`config.mk`:
```
export PLATFORM = sky130hd
export DESIGN_NAME = cts_regs
export DESIGN_NICKNAME = d
export VERILOG_FILES = /design/src/verilog/cts_pkg.sv /design/src/verilog/cts_regs.sv
export SDC_FILE = /design/constraint.sdc
export NUM_CORES = 1
export LEC_CHECK = 0
export ABC_CLOCK_PERIOD_IN_PS = 4400
export BUFFER_PORTS_ARGS = -buffer_cell sky130_fd_sc_hd__buf_2
export CORE_MARGIN = 2
export CORE_UTILIZATION = 50
export DETAILED_ROUTE_END_ITERATION = 8
export GPL_ROUTABILITY_DRIVEN = 0
export PLACE_DENSITY_LB_ADDON = 0.08
export SYNTH_ARGS = -nofsm -noshare
export SYNTH_HDL_FRONTEND = slang
export SYNTH_SLANG_ARGS = --single-unit
export TNS_END_PERCENT = 5
```
`constraint.sdc`:
```
create_clock -name hclk -period 4.4 [get_ports hclk]
set_clock_uncertainty 0.2 [all_clocks]
set_input_delay 0.22 -clock hclk [delete_from_list [all_inputs] [get_ports hclk]]
set_output_delay 0.22 -clock hclk [all_outputs]
set_load 0.005 [all_outputs]
```
`src/verilog/cts_pkg.sv`:
```
// Constants and carrier types for the CAN transmit-select and filter-control register slice.
// Assumes one AHB-Lite master and a CAN engine on the same clock as the registers.
package cts_pkg;

    // ------------------------------------------------------------------
    // Register byte offsets
    // ------------------------------------------------------------------
    localparam logic [7:0] OFS_TX_BUFFER_SELECT   = 8'h00;
    localparam logic [7:0] OFS_ACCEPTANCE_CONTROL = 8'h04;
    localparam logic [7:0] OFS_MISC_BUSOFF_HOLD   = 8'h08;
    localparam logic [7:0] OFS_RX_ERROR_COUNT     = 8'h0c;
    localparam logic [7:0] OFS_TX_ERROR_COUNT     = 8'h10;
    localparam logic [7:0] OFS_MODE_CONTROL       = 8'h14;
    localparam logic [7:0] OFS_MODE_STATUS        = 8'h18;
    localparam logic [7:0] OFS_IRQ_STATUS         = 8'h1c;
    localparam logic [7:0] OFS_IRQ_MASK           = 8'h20;
    localparam logic [3:0] OFS_TX_WINDOW_PAGE     = 4'h4;

    // ------------------------------------------------------------------
    // Field positions
    // ------------------------------------------------------------------
    localparam int NUM_TX_BUFFERS    = 3;
    localparam int WINDOW_WORDS      = 4;
    localparam int ACC_MODE_LSB      = 4;
    localparam int ACC_HIT_LSB       = 0;
    localparam int BUSOFF_HOLD_BIT   = 0;
    localparam int CTRL_INIT_BIT     = 0;
    localparam int CTRL_SLEEP_BIT    = 1;
    localparam int CTRL_RECOVERY_BIT = 2;
    localparam int STAT_INIT_ACK_BIT = 0;
    localparam int STAT_SLEEP_ACK_BIT = 1;
    localparam int STAT_EMPTY_LSB    = 4;
    localparam int IRQ_BUSOFF_BIT    = 0;
    localparam int IRQ_RX_HIT_BIT    = 1;
    localparam int IRQ_BLOCKED_BIT   = 2;
    localparam int NUM_IRQ           = 3;

    // ------------------------------------------------------------------
    // Values after reset
    // ------------------------------------------------------------------
    localparam logic [2:0] RST_TX_BUFFER_SELECT = 3'h0;
    localparam logic [1:0] RST_ACCEPTANCE_MODE  = 2'h0;
    localparam logic [2:0] RST_HIT_INDEX        = 3'h0;
    localparam logic [2:0] RST_MODE_CONTROL     = 3'h1;
    localparam logic [2:0] RST_IRQ              = 3'h0;

    typedef enum logic [1:0] {
        ACC_TWO_32    = 2'h0,
        ACC_FOUR_16   = 2'h1,
        ACC_EIGHT_8   = 2'h2,
        ACC_CLOSED    = 2'h3
    } cts_acc_mode_t;

    typedef enum logic {
        BUS_IDLE,
        BUS_COMMIT
    } cts_bus_state_t;

    // Captured address phase of one bus transfer.
    typedef struct packed {
        logic       write;
        logic [7:0] addr;
    } cts_dphase_t;

    // Receive-side report of a message reaching the foreground buffer.
    typedef struct packed {
        logic       shift;
        logic [2:0] hit_index;
    } cts_rx_event_t;

endpackage

```
`src/verilog/cts_regs.sv`:
```
// Register slice of a CAN controller: transmit buffer select and window, acceptance
// control with hit index, bus-off hold, error counter views and an interrupt.
// Assumes the CAN engine inputs are on hclk and need no synchroniser.
// Functional notes
// - In init mode buffer select is forced to reset; writes only outside init.
// - Buffer select reads back only its lowest set bit.
// - Lowest set select bit maps that transmit buffer into the window.
// - Window access is blocked while the mapped buffer is queued.
// - With no buffer selected, every window access is refused.
// - Acceptance control readable always, writable in init only, hit read-only.
// - Acceptance mode chooses 2x32, 4x16, 8x8 filters or closed.
// - In closed mode no message reloads the foreground buffer.
// - Hit index holds the number of the matching filter.
// - Hit index updates whenever a message shifts into the foreground.
// - With recovery mode on, entering bus-off sets and holds the hold flag.
// - Writing one clears the hold flag and requests recovery; zero ignored.
// - Receive error count is read-only, valid in sleep or init mode.
// - Transmit error count is read-only, valid in sleep or init mode.
// - Empty flag one means free buffer; zero means queued.
//
// Added by the designer: the placing of the registers and register access over AHB-Lite.
`timescale 1ns/1ns
module cts_regs (
    // Clock and reset
    input  wire logic        hclk,
    input  wire logic        hresetn,
    // AHB-Lite slave
    input  wire logic        hsel,
    input  wire logic [31:0] haddr,
    input  wire logic [1:0]  htrans,
    input  wire logic        hwrite,
    input  wire logic [2:0]  hsize,
    input  wire logic [31:0] hwdata,
    input  wire logic        hready,
    output logic      [31:0] hrdata,
    output logic             hreadyout,
    output logic             hresp,
    // CAN engine status
    input  wire logic        init_acknowledge,
    input  wire logic        sleep_acknowledge,
    input  wire logic [2:0]  tx_empty_flag,
    input  wire logic        busoff_enter,
    input  wire logic        rx_shift,
    input  wire logic [2:0]  rx_hit_index,
    input  wire logic [7:0]  rx_error_value,
    input  wire logic [7:0]  tx_error_value,
    // CAN engine control
    output logic             init_request,
    output logic             sleep_request,
    output logic             busoff_recovery_mode,
    output logic             busoff_hold_flag,
    output logic             busoff_recover_req,
    output logic      [1:0]  acceptance_mode,
    output logic             filter_closed,
    output logic      [2:0]  tx_buffer_mapped,
    // Interrupt
    output logic             irq
);

    // ------------------------------------------------------------------
    // Helpers
    // ------------------------------------------------------------------
    // Keeps only the lowest set bit of a select field.
    function automatic logic [2:0] lowest_set(input logic [2:0] v);
        return v & (~v + 3'h1);
    endfunction

    // Turns a one-hot buffer choice into its index; no choice gives buffer 0.
    function automatic logic [1:0] onehot_index(input logic [2:0] v);
        return {v[2], v[1]};
    endfunction

    // ------------------------------------------------------------------
    // Bus capture
    // ------------------------------------------------------------------
    cts_pkg::cts_bus_state_t bus_state;
    cts_pkg::cts_dphase_t    dphase;
    cts_pkg::cts_rx_event_t  rx_event;
    logic                    addr_take;
    logic                    wr;
    logic                    rd;

    logic [2:0]  tx_buffer_select;
    logic [2:0]  hit_index;
    logic [2:0]  irq_status;
    logic [2:0]  irq_mask;
    logic [2:0]  irq_event;
    logic [2:0]  next_tx_buffer_select;
    logic [31:0] tx_window [0:cts_pkg::NUM_TX_BUFFERS*cts_pkg::WINDOW_WORDS-1];
    logic        init_mode;
    logic        sleep_mode;
    logic        win_access;
    logic        win_allowed;
    logic [2:0]  mapped_now;
    logic [3:0]  win_index;
    logic [31:0] rdata_mux;

    assign addr_take = hsel && htrans[1] && hready;
    assign wr        = (bus_state == cts_pkg::BUS_COMMIT) && dphase.write;
    assign rd        = (bus_state == cts_pkg::BUS_COMMIT) && !dphase.write;
    assign init_mode  = init_request && init_acknowledge;
    assign sleep_mode = sleep_request && sleep_acknowledge;
    assign rx_event   = '{shift: rx_shift, hit_index: rx_hit_index};

    // Every transfer takes one wait state, so a write is committed before any later read
    // samples the registers. Refused accesses still answer OKAY and set the blocked interrupt status bit.
    always_ff @(posedge hclk or negedge hresetn)
    begin
        if (!hresetn)
        begin
            bus_state <= cts_pkg::BUS_IDLE;
            dphase    <= '0;
            hreadyout <= 1'b1;
            hresp     <= 1'b0;
            hrdata    <= 32'h0000_0000;
        end
        else
        begin
            hresp <= 1'b0;
            if (rd)
            begin
                hrdata <= rdata_mux;
            end
            unique case (bus_state)
                cts_pkg::BUS_IDLE:
                begin
                    if (addr_take)
                    begin
                        bus_state <= cts_pkg::BUS_COMMIT;
                        dphase    <= '{write: hwrite, addr: haddr[7:0]};
                        hreadyout <= 1'b0;
                    end
                end
                cts_pkg::BUS_COMMIT:
                begin
                    bus_state <= cts_pkg::BUS_IDLE;
                    hreadyout <= 1'b1;
                end
            endcase
        end
    end

    // ------------------------------------------------------------------
    // Transmit buffer select and window
    // ------------------------------------------------------------------
    always_comb
    begin
        next_tx_buffer_select = tx_buffer_select;
        if (init_mode)
        begin
            next_tx_buffer_select = cts_pkg::RST_TX_BUFFER_SELECT;
        end
        else if (wr && dphase.addr == cts_pkg::OFS_TX_BUFFER_SELECT &&
                 !init_request && !init_acknowledge)
        begin
            next_tx_buffer_select = hwdata[2:0];
        end
    end

    always_ff @(posedge hclk or negedge hresetn)
    begin
        if (!hresetn)
        begin
            tx_buffer_select <= cts_pkg::RST_TX_BUFFER_SELECT;
            tx_buffer_mapped <= cts_pkg::RST_TX_BUFFER_SELECT;
        end
        else
        begin
            tx_buffer_select <= next_tx_buffer_select;
            tx_buffer_mapped <= lowest_set(next_tx_buffer_select);
        end
    end

    assign mapped_now = lowest_set(tx_buffer_select);
    assign win_access = (bus_state == cts_pkg::BUS_COMMIT) &&
                        (dphase.addr[7:4] == cts_pkg::OFS_TX_WINDOW_PAGE);
    assign win_allowed = |(mapped_now & tx_empty_flag);
    assign win_index   = {onehot_index(mapped_now), dphase.addr[3:2]};

    always_ff @(posedge hclk)
    begin
        if (win_access && win_allowed && dphase.write)
        begin
            tx_window[win_index] <= hwdata;
        end
    end

    // ------------------------------------------------------------------
    // Acceptance control and hit index
    // ------------------------------------------------------------------
    always_ff @(posedge hclk or negedge hresetn)
    begin
        if (!hresetn)
        begin
            acceptance_mode <= cts_pkg::RST_ACCEPTANCE_MODE;
            filter_closed   <= 1'b0;
        end
        else if (wr && dphase.addr == cts_pkg::OFS_ACCEPTANCE_CONTROL && init_mode)
        begin
            acceptance_mode <= hwdata[cts_pkg::ACC_MODE_LSB +: 2];
            filter_closed   <= hwdata[cts_pkg::ACC_MODE_LSB +: 2] == cts_pkg::ACC_CLOSED;
        end
    end

    always_ff @(posedge hclk or negedge hresetn)
    begin
        if (!hresetn)
        begin
            hit_index <= cts_pkg::RST_HIT_INDEX;
        end
        else if (rx_event.shift && !filter_closed)
        begin
            hit_index <= rx_event.hit_index;
        end
    end

    // ------------------------------------------------------------------
    // Bus-off hold and mode control
    // ------------------------------------------------------------------
    logic hold_clear;
    assign hold_clear = wr && dphase.addr == cts_pkg::OFS_MISC_BUSOFF_HOLD &&
                        hwdata[cts_pkg::BUSOFF_HOLD_BIT];
    always_ff @(posedge hclk or negedge hresetn)
    begin
        if (!hresetn)
        begin
            busoff_hold_flag   <= 1'b0;
            busoff_recover_req <= 1'b0;
        end
        else
        begin
            busoff_recover_req <= hold_clear && busoff_hold_flag &&
                                  !(busoff_enter && busoff_recovery_mode);
            if (busoff_enter && busoff_recovery_mode)
            begin
                busoff_hold_flag <= 1'b1;
            end
            else if (hold_clear)
            begin
                busoff_hold_flag <= 1'b0;
            end
        end
    end

    always_ff @(posedge hclk or negedge hresetn)
    begin
        if (!hresetn)
        begin
            {busoff_recovery_mode, sleep_request, init_request} <= cts_pkg::RST_MODE_CONTROL;
        end
        else if (wr && dphase.addr == cts_pkg::OFS_MODE_CONTROL)
        begin
            init_request         <= hwdata[cts_pkg::CTRL_INIT_BIT];
            sleep_request        <= hwdata[cts_pkg::CTRL_SLEEP_BIT];
            busoff_recovery_mode <= hwdata[cts_pkg::CTRL_RECOVERY_BIT];
        end
    end

    // ------------------------------------------------------------------
    // Interrupts
    // ------------------------------------------------------------------
    assign irq_event[cts_pkg::IRQ_BUSOFF_BIT]  = busoff_enter;
    assign irq_event[cts_pkg::IRQ_RX_HIT_BIT]  = rx_event.shift && !filter_closed;
    assign irq_event[cts_pkg::IRQ_BLOCKED_BIT] = win_access && !win_allowed;

    // A new event in the clearing cycle wins, so no event is lost.
    for (genvar gi = 0; gi < cts_pkg::NUM_IRQ; gi++)
    begin : g_irq
        always_ff @(posedge hclk or negedge hresetn)
        begin
            if (!hresetn)
            begin
                irq_status[gi] <= 1'b0;
            end
            else if (irq_event[gi])
            begin
                irq_status[gi] <= 1'b1;
            end
            else if (wr && dphase.addr == cts_pkg::OFS_IRQ_STATUS && hwdata[gi])
            begin
                irq_status[gi] <= 1'b0;
            end
        end
    end

    always_ff @(posedge hclk or negedge hresetn)
    begin
        if (!hresetn)
        begin
            irq_mask <= cts_pkg::RST_IRQ;
            irq      <= 1'b0;
        end
        else
        begin
            if (wr && dphase.addr == cts_pkg::OFS_IRQ_MASK)
            begin
                irq_mask <= hwdata[2:0];
            end
            irq <= |(irq_status & irq_mask);
        end
    end

    // ------------------------------------------------------------------
    // Read path
    // ------------------------------------------------------------------
    always_comb
    begin
        rdata_mux = 32'h0000_0000;
        if (dphase.addr[7:4] == cts_pkg::OFS_TX_WINDOW_PAGE)
        begin
            rdata_mux = win_allowed ? tx_window[win_index] : 32'h0000_0000;
        end
        else
        begin
            unique case (dphase.addr)
                cts_pkg::OFS_TX_BUFFER_SELECT:
                    rdata_mux[2:0] = mapped_now;
                cts_pkg::OFS_ACCEPTANCE_CONTROL:
                begin
                    rdata_mux[cts_pkg::ACC_MODE_LSB +: 2] = acceptance_mode;
                    rdata_mux[cts_pkg::ACC_HIT_LSB +: 3]  = hit_index;
                end
                cts_pkg::OFS_MISC_BUSOFF_HOLD:
                    rdata_mux[cts_pkg::BUSOFF_HOLD_BIT] = busoff_hold_flag;
                // receive count in sleep or init
                cts_pkg::OFS_RX_ERROR_COUNT:
                    rdata_mux[7:0] = (init_mode || sleep_mode) ? rx_error_value : 8'h00;
                // transmit count in sleep or init
                cts_pkg::OFS_TX_ERROR_COUNT:
                    rdata_mux[7:0] = (init_mode || sleep_mode) ? tx_error_value : 8'h00;
                cts_pkg::OFS_MODE_CONTROL:
                begin
                    rdata_mux[cts_pkg::CTRL_INIT_BIT]     = init_request;
                    rdata_mux[cts_pkg::CTRL_SLEEP_BIT]    = sleep_request;
                    rdata_mux[cts_pkg::CTRL_RECOVERY_BIT] = busoff_recovery_mode;
                end
                cts_pkg::OFS_MODE_STATUS:
                begin
                    rdata_mux[cts_pkg::STAT_INIT_ACK_BIT]  = init_acknowledge;
                    rdata_mux[cts_pkg::STAT_SLEEP_ACK_BIT] = sleep_acknowledge;
                    rdata_mux[cts_pkg::STAT_EMPTY_LSB +: 3] = tx_empty_flag;
                end
                cts_pkg::OFS_IRQ_STATUS:
                    rdata_mux[2:0] = irq_status;
                cts_pkg::OFS_IRQ_MASK:
                    rdata_mux[2:0] = irq_mask;
                default:
                    rdata_mux = 32'h0000_0000;
            endcase
        end
    end

endmodule
```
=== Yosys cells after proc, flatten, opt, wreduce, memory -nomap -nowiden ===
Memory sizes are Yosys's and may differ from the RTL's.
Cells that the tools add are included.

* Output and inout bits: 46
* Register bits: 67
* RAM bits: 384
* Memories: 1
* Word-level logic and storage cells: 110

* Equality and inequality tests: 11
* Add/subtract/negate cells: 2
* Reductions and logical operators: 42
* Bitwise operators: 7
* Multiplexer cells: 27

{| class="wikitable"
|+ Memory list
! name !! depth !! bits a word !! rd ports !! clocked after memory_dff !! write ports !! RTL line !! RTL
|-
| tx_window || 12 || 32 || 1 || 0 || 1 || cts_regs.sv:89 || <nowiki>logic [31:0] tx_window [0:cts_pkg::NUM_TX_BUFFERS*cts_pkg::WINDOW_WORDS-1];</nowiki>
|}

{| class="wikitable"
|+ Operators by type and width
! operator !! count
|-
| 32-bit 2-to-1 mux || 2
|-
| 8-bit by 5-bit == test with 1-bit output (second input constant) || 4
|-
| 1-bit logical AND || 27
|-
| 8-bit by 4-bit == test with 1-bit output (second input constant) || 2
|-
| 8-bit 2-to-1 mux || 2
|-
| 3-bit bitwise AND || 4
|-
| 1-bit 2-to-1 mux || 12
|-
| 1-bit case mux with 9 select lines || 1
|-
| 8-bit by 3-bit == test with 1-bit output (second input constant) || 1
|-
| 8-bit by 6-bit == test with 1-bit output (second input constant) || 1
|-
| 8-bit zero test || 1
|-
| 1-bit case mux with 2 select lines || 4
|-
| 1-bit case mux with 8 select lines || 1
|-
| 2-bit case mux with 4 select lines || 1
|-
| 2-bit nonzero test || 4
|-
| 1-bit case mux with 7 select lines || 1
|-
| 3-bit by 1-bit adder with 3-bit output (second input constant) || 2
|-
| 1-bit zero test || 6
|-
| 3-bit 2-to-1 mux || 2
|-
| 3-bit inverter || 2
|-
| 3-bit OR reduction || 2
|-
| 4-bit by 3-bit == test with 1-bit output (second input constant) || 1
|-
| 1-bit case mux with 3 select lines || 1
|-
| 2-bit == test (second input constant) || 1
|-
| 4 further kinds || 4
|}

=== Depth between registers and ports, before layout ===
Gate-level depths: netlist of the first run.

* Depth in word-level cells: 9
* Depth in mapped cells: 8

=== Worst setup path after synthesis of the first run ===
OpenSTA, ideal clock, no wires.

* Path kind: register to register
* Start point: register tx_buffer_select[1]
* End point: memory tx_window[11][0], enable pin
* Arrival time: 2.643 ns
* Data required time: 3.779 ns
* Stages on the path, launching flop included: 7
* Path buffers: 1
* Library setup time: 0.421 ns
* Clock period less this slack: 3.264 ns
* Setup slack: 1.136 ns
* Path through: dfrtp_1 > buf_2 > nand3b_1 > a22o_1 > nor3_1 > nand2_1 > nor2_1

* Longest elaborated chain between the ends: 9

{| class="wikitable"
|+ Ends and longest elaborated chain
! item !! RTL line !! RTL
|-
| start: declaration || cts_regs.sv:83 || <nowiki>logic [2:0] tx_buffer_select;</nowiki>
|-
| start signal: assignment || cts_regs.sv:164 || <nowiki>tx_buffer_select <= cts_pkg::RST_TX_BUFFER_SELECT;</nowiki>
|-
| start signal: assignment || cts_regs.sv:169 || <nowiki>tx_buffer_select <= next_tx_buffer_select;</nowiki>
|-
| 3-bit inverter || cts_regs.sv:65 || <nowiki>return v & (~v + 3'h1);</nowiki>
|-
| 3-bit by 1-bit adder with 3-bit output || cts_regs.sv:65 ||
|-
| 3-bit bitwise AND * || cts_regs.sv:65 ||
|-
| 3-bit bitwise AND || cts_regs.sv:177 || <nowiki>assign win_allowed = |(mapped_now & tx_empty_flag);</nowiki>
|-
| 3-bit OR reduction || cts_regs.sv:177 ||
|-
| 1-bit logical AND (2 in a row) || cts_regs.sv:182 || <nowiki>if (win_access && win_allowed && dphase.write)</nowiki>
|-
| 1-bit 2-to-1 mux || cts_regs.sv:182 ||
|-
| 1-bit 2-to-1 mux (implied by the code) || cts_regs.sv:184 || <nowiki>tx_window[win_index] <= hwdata;</nowiki>
|-
| end: declaration || cts_regs.sv:89 ||
|}

Every way passes the cells marked *; elsewhere a longest branch is shown, timed or not.

=== Worst setup path after layout of the first run ===
* Start point: register dphase[2] (netlist bit)
* End point: register hrdata[5]

* Longest elaborated chain between the ends: 3
* Elaborated cells on any way between the ends: 8

{| class="wikitable"
|+ Ends and longest elaborated chain
! item !! RTL line !! RTL
|-
| start: declaration || cts_regs.sv:77 || <nowiki>cts_pkg::cts_dphase_t dphase;</nowiki>
|-
| start signal: assignment || cts_regs.sv:130 || <nowiki>dphase <= '{write: hwrite, addr: haddr[7:0]};</nowiki>
|-
| memory 12 x 32 bit (tied with other cells) || -- ||
|-
| 32-bit 2-to-1 mux / 2-bit case mux with 4 select lines (equally long branches) || cts_regs.sv:311, cts_regs.sv:315 ||
|-
| 32-bit 2-to-1 mux * || cts_regs.sv:309 || <nowiki>if (dphase.addr[7:4] == cts_pkg::OFS_TX_WINDOW_PAGE)</nowiki>
|-
| end signal: assignment || cts_regs.sv:122 || <nowiki>hrdata <= rdata_mux;</nowiki>
|-
| end: declaration || cts_regs.sv:35 || <nowiki>output logic [31:0] hrdata,</nowiki>
|}

Marks and branches as above.
A chain may end at the register's enable or synchronous reset.

==> results of run 1 <==
-- final cells by class --
cell class                 instances  area, sq um
fill                            2572        13600
sequential                       450        13200
multi-input combinational        446         4310
timing repair buffer             205         1490
clock buffer                      68         1350
tap                              455          569
clock inverter                    20          184
inverter                           6         22.5
antenna                            1         2.50
-- stage by stage --
| stage | cells | utilization (%) | hold slack, ns |
|---|---|---|---|
| CTS | 1650 | 60.8 | 0.00851 |
| global placement | 1498 | 54.5 | 0.229 |
| finish | 1651 | 60.8 | 0.0353 |
| detailed placement | 1498 | 54.5 | 0.218 |
| global route | 1651 | 60.8 | 0.0363 |
| floorplan | 959 | - | -0.276 |
-- report_power, final --
group	total (mW)	leakage, nW	switching, mW	internal [mW]
combinational	1.47	2.30	0.815	0.650
clock	3.89	0.752	1.59	2.30
sequential	4.86	4.31	0.148	4.71
total	10.2	7.36	2.55	7.67
-- cells in the mapped netlist, types with 8 or more instances --
master    number  area, sq um
a22o_1        30          263
a22oi_1        8         60.1
a31oi_1       25          156
buf_2         20          100
buf_4         15          113
clkbuf_1      21         78.8
dfrtp_1       64         1600
edfxtp_1     384        11500
mux4_2        94         2120
nand2_1      114          428
nand3_1       10         50.1
nor2_1        47          176
o21ai_0       11         55.1
o22ai_1        9         56.3
-- sequential cells by signal, summed over array words and instances, names as in the netlist, 2 cells and up --
signal / cells
irq_status: 3
dphase: 9
tx_window: 384
acceptance_mode: 2
tx_buffer_select: 3
irq_mask: 3
tx_buffer_mapped: 2
hit_index: 3
hrdata: 32
-- metal layers --
metal / global-route usage (%) / vias to the layer above / wire, um
met5: 0 / - / 0
met4: 5.93 / 0 / 787
met3: 3.93 / 58 / 2450
met2: 34.9 / 307 / 18500
met1: 32.1 / 4914 / 17900
li1: - / 4218 / -
-- worst max-delay path, stage by stage (launching register included) --
cell,delay (ns)
dfrtp_4,0.79
buf_12,0.43
and3b_1,0.37
a22oi_1,0.13
dlygate4sd3_1,0.59
nor2_1,0.11
o21ai_1,0.08
dlygate4sd3_1,0.60
nand3_2,0.08
-- kinds of logic (layout without fill, tap and decap cells) --
family | Yosys count | after routing | share of synthesized area, %
other cells | 1 | 2 | 0.0212
compound gates | 115 | 115 | 4.69
xor+xnor | 1 | 1 | 0.0495
simple gates | 216 | 216 | 5.82
flops | 450 | 450 | 74.5
mux | 113 | 113 | 13.1
buf+inv | 63 | 299 | 1.84
-- cell usage in the layout, fill, tap and decap left out, types with 7 or more instances in the layout --
master         instances
clkinv_1               8
nor2_4                14
a22oi_1                8
o22ai_1                9
nand3_1               10
a31oi_1               25
mux2i_1                7
dlygate4sd3_1         64
clkbuf_16             48
a22o_1                30
o21ai_0               11
buf_2                115
clkbuf_8               7
nand2_1              114
edfxtp_1             384
mux4_2                94
buf_4                 20
nor2_1                35
clkbuf_1              13
dfrtp_1               62
-- timing repair --
item | CTS | global route
setup endpoints to repair | 0 | 0
setup buffers | 0 | 0
hold endpoints to repair | 483 | 0
hold buffers | 64 | 0
-- final timing paths --
| check | slack, ns | depth (start not counted) | end |
|---|---|---|---|
| worst max-delay path | 0.93 | 8 | hrdata[5] |
| worst min-delay path | 0.04 | 4 | dphase[0] |
| worst max register to register | 0.93 | 8 | hrdata[5] |
| worst min register to register | 0.29 | 2 | hrdata[4] |
| max in group asynchronous | 3.10 | 2 | dphase[2] |
| min in group asynchronous | 0.17 | 2 | bus_state |
==> qor.csv, run 1 <==
metric,value,unit
Worst VDD drop,0.338,mV
Place WS,1.27,ns
Hold Crit Class,in2reg,
Synth Net Count,1059,
routed wire length,39700,um
Crit path required time,4.70,ns
Fin. Hold Viols,0,
crit path time final,3.47,ns
"FFs w/ async S/R, synth",14.7,%
std cell rows,68,
Pre-Repair DR Iteration Count,5,
Clock Latency Late Sink,0.57,ns
HPWL Detailed,21500,um
actual slew at the worst max-slew pin,1.01,ns
Finished Cell Area,0.0211,sq mm
area post-placement,0.0189,sq mm
CP Data Arrival Time,3.77,ns
WL per Instance,24.0,um
period utilization,78.9,%
CTS tree,done,
H-tree depth,2,
Core Footprint,0.0347,sq mm
RSZ-0062 raised after global routing,false,
share of layout cells above drive strength 1,29.0,%
P_leak,7.36,nW
Worst R2R Start,dphase[2],
Layout Nets,1256,
Die Width,192,um
die height,192,um
Initial DRC Count,825,
status,"finished, final reports clean",
CTS Root Cell,clkbuf_16,
Initial Util,51.0,%
first-pass GRT wire length,58900,um
DR vias/cell,5.75,
CTS max path bufs,3,
PortBufs,116,
remaining antenna violation count,0,
final slew viol count,0,
synthesized cell area,0.0177,sq mm
"EDFF count, synth",384,
sequential element share of the synthesized area,74.5,%
Syn Inst Count,959,
startpoint types,flip-flop,
crit-path max FO,50,
vias in the first global route,9514,
post-synth cell types,60,
Rel. slew slack,32.7,%
total gr overflow,0,
WS Path Type,reg2reg,
via count,9497,
total CTS buffers,47,
synth-to-layout area growth,19.2,%
die area,0.0369,sq mm
post-CTS sizing,0,
max-cap viol count,0,
Synth Flop Type,edfxtp_1,
final count of negative-setup-slack endpoints,0,
Sink Count,450,
initial antenna violation count,2,
sum of negative setup slack,0,ns
Yosys warnings,0,
total power,10.2,mW
# DRC,0,
"Clk pin slew, worst setup/hold paths",0.06,ns
syn_area_per_cell,18.5,sq um
Tot GR Track Use,22.1,%
CP Launch Point,dphase[2],
final setup margin,0.929,ns
Synth Register Bits,450,
hold path startpoint,hready,
largest net degree at the start of global routing,72,
IO Count,146,
crit end category,flip-flop,
power per standard cell area,484,mW/mm^2
Max Clk Rate,0.288,GHz
Note: power is estimated with default switching activity, not from simulation.
==> inputs of run 2 (changes only) <==
--- a/config.mk
+++ b/config.mk
@@ -5,7 +5,7 @@
 export SDC_FILE = /design/constraint.sdc
 export NUM_CORES = 1
 export LEC_CHECK = 0
-export ABC_CLOCK_PERIOD_IN_PS = 4400
+export ABC_CLOCK_PERIOD_IN_PS = 3620
 export BUFFER_PORTS_ARGS = -buffer_cell sky130_fd_sc_hd__buf_2
 export CORE_MARGIN = 2
 export CORE_UTILIZATION = 50
==> constraint.sdc (replaced) <==
create_clock -name hclk -period 3.62 [get_ports hclk]
set_clock_uncertainty 0.2 [all_clocks]
set_input_delay 0.181 -clock hclk [delete_from_list [all_inputs] [get_ports hclk]]
set_output_delay 0.181 -clock hclk [all_outputs]
set_load 0.005 [all_outputs]
==> run 2 against run 1 <==
  * Power increased by 22%
  * Register-to-register slack lost 0.71 ns
  * Core utilization rose by 0.32 points
  * Setup slack got worse by 0.71 ns
  * Sequential power rose by 21%
  * Critical path type unchanged
==> qor.csv, run 2 (synthesized netlist as in run 1, its figures left out) <==
metric,value,unit,change
crit-path max FO,25,,was 50
CTS max path bufs,3,,unchanged
area post-placement,0.0190,sq mm,was 0.0189 sq mm
total power,12.5,mW,was 10.2 mW
Initial Util,51.0,%,unchanged
Hold Crit Class,in2reg,,unchanged
share of layout cells above drive strength 1,29.5,%,was 29.0%
Fin. Hold Viols,0,,unchanged
crit path time final,3.40,ns,was 3.47 ns
std cell rows,68,,unchanged
IO Count,146,,unchanged
final core utilization,61.1,%,was 60.8%
die area,0.0369,sq mm,unchanged
startpoint types,flip-flop,,unchanged
R2R Setup Slk,0.22,ns,was 0.93 ns
max reg flops,384,,unchanged
Finished Cell Area,0.0212,sq mm,was 0.0211 sq mm
total gr overflow,0,,unchanged
initial antenna violation count,0,,was 2
CP endpoint,hrdata[5],,unchanged
Rel. slew slack,29.5,%,was 32.7%
remaining antenna violation count,0,,unchanged
HPWL Detailed,21800,um,"was 21,500 um"
P_leak,7.43,nW,was 7.36 nW
sum of negative setup slack,0,ns,unchanged
final count of negative-setup-slack endpoints,0,,unchanged
routed wire length,39800,um,"was 39,700 um"
reg-to-reg endpoint,hrdata[5],,unchanged
CTS Root Cell,clkbuf_16,,unchanged
CTS tree,done,,unchanged
Pre-Repair DR Iteration Count,5,,unchanged
"most common cell after layout, fill and taps aside",edfxtp_1,,unchanged
largest reg by FF count,tx_window,,unchanged
Regs by FF count,"tx_window x384, hrdata x32, dphase x9",,unchanged
Core Footprint,0.0347,sq mm,unchanged
crit end category,flip-flop,,unchanged
Initial DRC Count,696,,was 825
placed cells,1507,,"was 1,498"
final slew viol count,0,,unchanged
period utilization,93.9,%,was 78.9%
R2R cell count,8,,unchanged
max-cap viol count,0,,unchanged
FILL cells,2564,,"was 2,572"
synth-to-layout area growth,19.8,%,was 19.2%
# DRC,0,,unchanged
power per standard cell area,587,mW/mm^2,was 484 mW/mm^2
total CTS buffers,46,,was 47
Die Width,192,um,unchanged
largest net degree at the start of global routing,67,,was 72
"Clk pin slew, worst setup/hold paths",0.06,ns,about the same
Worst R2R Start,dphase[2],,unchanged
"Cell Count, Final, Fillers Out",1658,,"was 1,651"
Worst VDD drop,0.384,mV,was 0.338 mV
status,"finished, final reports clean",,unchanged
H-tree depth,2,,unchanged
RSZ-0062 raised after global routing,false,,unchanged
CP Data Arrival Time,3.68,ns,was 3.77 ns
Layout Nets,1265,,"was 1,256"
# diodes,0,,was 1
Crit path required time,3.90,ns,was 4.70 ns
final hold slack,0.0246,ns,was 0.0353 ns
DR vias/cell,5.76,,was 5.75
die height,192,um,unchanged
final setup margin,0.223,ns,was 0.929 ns
Place WS,0.721,ns,was 1.27 ns
actual slew at the worst max-slew pin,1.06,ns,was 1.01 ns
"commonest cells after routing, fill and taps aside","384 x edfxtp_1, 115 x buf_2, 114 x nand2_1, 94 x mux4_2, 65 x dlygate4sd3_1",,"was 384 x edfxtp_1, 115 x buf_2, 114 x nand2_1, 94 x mux4_2, 64 x dlygate4sd3_1"
WL per Instance,24.0,um,about the same
Sink Count,450,,unchanged
PortBufs,116,,unchanged
vias in the first global route,9797,,"was 9,514"
hold path startpoint,sleep_acknowledge,,was hready
via count,9553,,"was 9,497"
WS Path Type,reg2reg,,unchanged
CP Launch Point,dphase[2],,unchanged
Tot GR Track Use,22.1,%,about the same
Clock Latency Late Sink,0.55,ns,was 0.57 ns
Max Clk Rate,0.294,GHz,was 0.288 GHz
first-pass GRT wire length,59400,um,"was 58,900 um"
==> run 2: changes by cell type in the layout (fill, tap and decap cells not counted) <==
cell,before,now
clkinv_2,6,8
dlygate4sd3_1,64,65
diode_2,1,0
clkinvlp_4,0,1
clkinv_8,1,0
buf_4,20,26
clkbuf_8,7,4
clkinv_1,8,6
bufinv_16,3,4
buf_12,6,9
clkbuf_16,48,49
inv_6,2,1
==> run 2: layer usage <==
| layer | vias up | GRT usage [%] | wire length, um |
|---|---|---|---|
| li1 | 4233 | - | - |
| met1 | 4961 | 31.6 | 18200 |
| met2 | 297 | 35.4 | 18700 |
| met3 | 62 | 4.13 | 2190 |
| met4 | 0 | 5.93 | 799 |
| met5 | - | 0 | 0 |
==> run 2: report_power, final <==
part	internal, mW	switching, mW	leakage [nW]	total, mW
combinational	0.811	1.02	2.37	1.83
clock	2.84	1.89	0.750	4.73
sequential	5.73	0.162	4.31	5.89
==> run 2: final cells by class <==
cell class	count	area (sq um)	area share, %
inverter	6	22.5	0.106
tap	455	569	2.68
sequential	450	13200	62.2
timing repair buffer	215	1600	7.55
clock inverter	20	199	0.937
multi-input combinational	446	4310	20.3
clock buffer	66	1330	6.27
==> run 2: critical path, stage by stage, from the launching register on <==
cell	delay, ns
dfrtp_4	0.75
buf_4	0.40
and3b_1	0.35
a22oi_1	0.12
dlygate4sd3_1	0.58
nor2_1	0.14
o21ai_1	0.10
dlygate4sd3_1	0.60
nand3_2	0.08
==> run 2: how the worst min path moves through the flow <==
stage,to,slack [ns],cells after the start
6_report,hrdata[3],0.02,5
5_1_grt,dphase[1],0.04,4
4_1_cts,dphase[1],0.009,4
3_5_place_dp,dphase[3],0.18,3
3_3_place_gp,dphase[3],0.19,3
2_1_floorplan,acceptance_mode[0],-0.31,0
==> run 2: what timing repair did <==
item                                   in CTS  in global routing
hold buffers                               65                  0
endpoints found under the hold margin     484                  0
setup buffers                               0                  0
gates resized for setup                     0                  0
==> inputs of run 3 (changes only) <==
--- a/config.mk
+++ b/config.mk
@@ -5,6 +5,7 @@
 export SDC_FILE = /design/constraint.sdc
 export NUM_CORES = 1
 export LEC_CHECK = 0
+export ABC_AREA = 1
 export ABC_CLOCK_PERIOD_IN_PS = 3620
 export BUFFER_PORTS_ARGS = -buffer_cell sky130_fd_sc_hd__buf_2
 export CORE_MARGIN = 2
==> run 3 against run 2 <==
  * Cell count grew 32%
  * Core utilization grew 0.19 points
  * Maximum frequency rose by 7.7%
  * Sequential power shrank 2%
  * Final area is 0.32% higher
  * Critical path depth rose by 1
  * Clock power fell by 1%
  * Combinational power shrank 4%
  * Largest cell class unchanged
==> qor.csv, run 3 <==
metric,value,unit,change
Fin. Hold Viols,0,,unchanged
crit path time final,3.16,ns,was 3.40 ns
total gr overflow,0,,unchanged
"FFs w/ async S/R, synth",14.7,%,unchanged
final slew viol count,0,,unchanged
CP Data Arrival Time,3.43,ns,was 3.68 ns
placed cells,2041,,"was 1,507"
Synth Flop Type,edfxtp_1,,unchanged
Sink Count,450,,unchanged
hold endpoint,irq_status[2],,was hrdata[3]
total CTS buffers,46,,unchanged
Max Clk Rate,0.317,GHz,was 0.294 GHz
hold path startpoint,tx_empty_flag[1],,was sleep_acknowledge
Synth Net Count,1593,,"was 1,059"
initial antenna violation count,0,,unchanged
Crit-path slowest cell,dfrtp_1,,was dfrtp_4
Synth Register Bits,450,,unchanged
power per standard cell area,575,mW/mm^2,was 587 mW/mm^2
FILL cells,2748,,"was 2,564"
Multi-input gate area,0.00413,sq mm,was 0.00431 sq mm
Worst VDD drop,0.401,mV,was 0.384 mV
max-cap viol count,0,,unchanged
Synth top cells by count,"537 x nand2_1, 384 x edfxtp_1, 97 x a21oi_1, 82 x nor2_1, 64 x dfrtp_1",,"was 384 x edfxtp_1, 114 x nand2_1, 94 x mux4_2, 64 x dfrtp_1, 47 x nor2_1"
Reg area,0.0132,sq mm,about the same
largest net degree at the start of global routing,91,,was 67
via count,11800,,"was 9,553"
Hold Crit Class,in2reg,,unchanged
die height,192,um,about the same
period utilization,87.2,%,was 93.9%
CP peak stage delay,0.77,ns,was 0.75 ns
CTS Root Cell,clkbuf_16,,unchanged
post-synth cell types,27,,was 60
CTS tree,done,,unchanged
CP Cell Sequence,nand2_1 -> inv_2 -> nand2_1 -> nor2_1 -> nand3_1 -> nand3_1 -> dlygate4sd3_1 -> nand2_1 -> nand3_1,,was buf_4 -> and3b_1 -> a22oi_1 -> dlygate4sd3_1 -> nor2_1 -> o21ai_1 -> dlygate4sd3_1 -> nand3_2
synthesized cell area,0.0177,sq mm,about the same
synth-to-layout area growth,20.2,%,was 19.8%
first-pass GRT wire length,66400,um,"was 59,400 um"
sequential element share of the synthesized area,74.5,%,about the same
largest reg by FF count,tx_window,,unchanged
Initial DRC Count,870,,was 696
Post-CTS Setup Inserts,0,,unchanged
Core Footprint,0.0347,sq mm,unchanged
# diodes,0,,unchanged
H-tree depth,2,,unchanged
"EDFF count, synth",384,,unchanged
"most common cell after layout, fill and taps aside",nand2_1,,was edfxtp_1
Syn Inst Count,1493,,was 959
R2R cell count,9,,was 8
HPWL Detailed,23800,um,"was 21,800 um"
crit end category,flip-flop,,unchanged
"Clk pin slew, worst setup/hold paths",0.06,ns,about the same
Yosys top cell area share,65.1,%,about the same
share of layout cells above drive strength 1,14.0,%,was 29.5%
status,"finished, final reports clean",,unchanged
routed wire length,43500,um,"was 39,800 um"
worst hold stages,4,,was 5
P_leak,8.36,nW,was 7.43 nW
Rel. slew slack,34.3,%,was 29.5%
PortBufs,116,,unchanged
crit-path max FO,15,,was 25
syn_area_per_cell,11.9,sq um,was 18.5 sq um
max reg flops,384,,unchanged
# DRC,0,,unchanged
Worst R2R Start,dphase[2],,unchanged
Clock Latency Late Sink,0.54,ns,was 0.55 ns
reg-to-reg endpoint,hrdata[6],,was hrdata[5]
"area leader, netlist",edfxtp_1,,unchanged
WS Path Type,reg2reg,,unchanged
RSZ-0062 raised after global routing,false,,unchanged
Regs by FF count,"tx_window x384, hrdata x32, dphase x9",,unchanged
R2R Setup Slk,0.46,ns,was 0.22 ns
Pre-Repair DR Iteration Count,5,,unchanged
"count leader, synth",nand2_1,,was edfxtp_1
sum of negative setup slack,0,ns,unchanged
WL per Instance,19.8,um,was 24.0 um
Tot GR Track Use,24.0,%,was 22.1%
std cell rows,68,,unchanged
Layout Nets,1801,,"was 1,265"
ranking of synthesized cells by area,"edfxtp_1 65%, nand2_1 11%, dfrtp_1 9.0%, a21oi_1 2.7%, nor2_1 1.7%",,"was edfxtp_1 65%, mux4_2 12%, dfrtp_1 9.0%, nand2_1 2.4%, a22o_1 1.5%"
"commonest cells after routing, fill and taps aside","536 x nand2_1, 384 x edfxtp_1, 115 x buf_2, 97 x a21oi_1, 68 x nor2_1",,"was 384 x edfxtp_1, 115 x buf_2, 114 x nand2_1, 94 x mux4_2, 65 x dlygate4sd3_1"
DR vias/cell,5.37,,was 5.76
final count of negative-setup-slack endpoints,0,,unchanged
Crit path required time,3.89,ns,was 3.90 ns
remaining antenna violation count,0,,unchanged
CTS max path bufs,3,,unchanged
"Cell Count, Final, Fillers Out",2193,,"was 1,658"
vias in the first global route,11600,,"was 9,797"
Yosys warnings,0,,unchanged
IO Count,146,,unchanged
startpoint types,flip-flop,,unchanged
die area,0.0369,sq mm,about the same
Initial Util,51.0,%,about the same
actual slew at the worst max-slew pin,0.985,ns,was 1.06 ns
Die Width,192,um,about the same
==> run 3: cell count changes after synthesis, moves of 12 or more <==
| cell | delta |
|---|---|
| a22o_1 | -30 |
| mux4_2 | -94 |
| a22oi_1 | +12 |
| inv_1 | +56 |
| nand4_1 | +45 |
| buf_4 | -13 |
| and3_1 | +24 |
| nand3_1 | +45 |
| a21oi_1 | +94 |
| a31oi_1 | -25 |
| nand2_1 | +423 |
| nor2_1 | +35 |
| clkbuf_1 | +26 |
==> run 3: layer usage <==
layer | part of all wire [%] | global-route usage (%) | vias up
met1 | 45 | 34.0 | 5722
met4 | 2.2 | 6.46 | 0
met5 | 0 | 0 | -
met3 | 5.8 | 3.09 | 77
met2 | 47 | 39.6 | 383
li1 | - | - | 5588
==> run 3: cells by family after synthesis <==
kind of cell,count (synthesis),synth area share [%]
muxes,3,0.191
buffers and inverters,129,2.87
DFF,450,74.5
and+or+nand+nor,763,17.9
AOI/OAI and AO/OA,147,4.51
other,1,0.0212
==> run 3: worst max-delay path, delay by kind of cell, from the launching register on <==
family	cells	cell delay, ns
buf+inv	2	0.91
flops	1	0.77
simple gates	7	1.19
==> run 3: worst max path at each step <==
stage	start	end	slack (ns)	cells after the start
2_1_floorplan	tx_buffer_select[0]	tx_window[4][0]	0.44	4
3_3_place_gp	tx_buffer_select[0]	tx_window[11][20]	0.96	6
3_5_place_dp	tx_buffer_select[0]	tx_window[9][29]	0.95	6
4_1_cts	dphase[2]	hrdata[6]	0.46	9
5_1_grt	dphase[2]	hrdata[6]	0.24	9
6_report	dphase[2]	hrdata[6]	0.46	9
==> run 3: power breakdown <==
| group | total [mW] | switching [mW] | internal (mW) |
|---|---|---|---|
| registers | 5.80 | 0.0845 | 5.72 |
| clock network | 4.68 | 1.87 | 2.82 |
| logic | 1.76 | 1.17 | 0.588 |
==> run 3: final cells by class <==
| class | instances | share of cell area [%] |
|---|---|---|
| flip-flops and latches | 450 | 61.9 |
| multi-input cells | 914 | 19.4 |
| repair buffers | 222 | 7.73 |
| clock buffers | 69 | 6.25 |
| well taps | 455 | 2.67 |
| inverters | 67 | 1.18 |
| clock inverters | 16 | 0.823 |
==> run 3: metrics by stage <==
stage	instance area, sq um	hold WS, ns	power [mW]	utilization [%]	worst slack [ns]
4_1_cts	21300	0.0221	12.3	61.3	0.464
5_1_grt	21300	0.0485	12.8	61.3	0.243
3_3_place_gp	19100	0.182	7.59	55.1	0.964
2_1_floorplan	17700	-0.315	6.93	-	0.438
3_5_place_dp	19100	0.191	7.62	55.1	0.952
6_report	21300	0.0581	12.2	61.3	0.465
==> run 3: what timing repair did <==
item,4_1_cts,5_1_grt
endpoints found under the setup margin,0,0
hold buffers,67,0
gates resized for setup,0,0
endpoints found under the hold margin,484,0
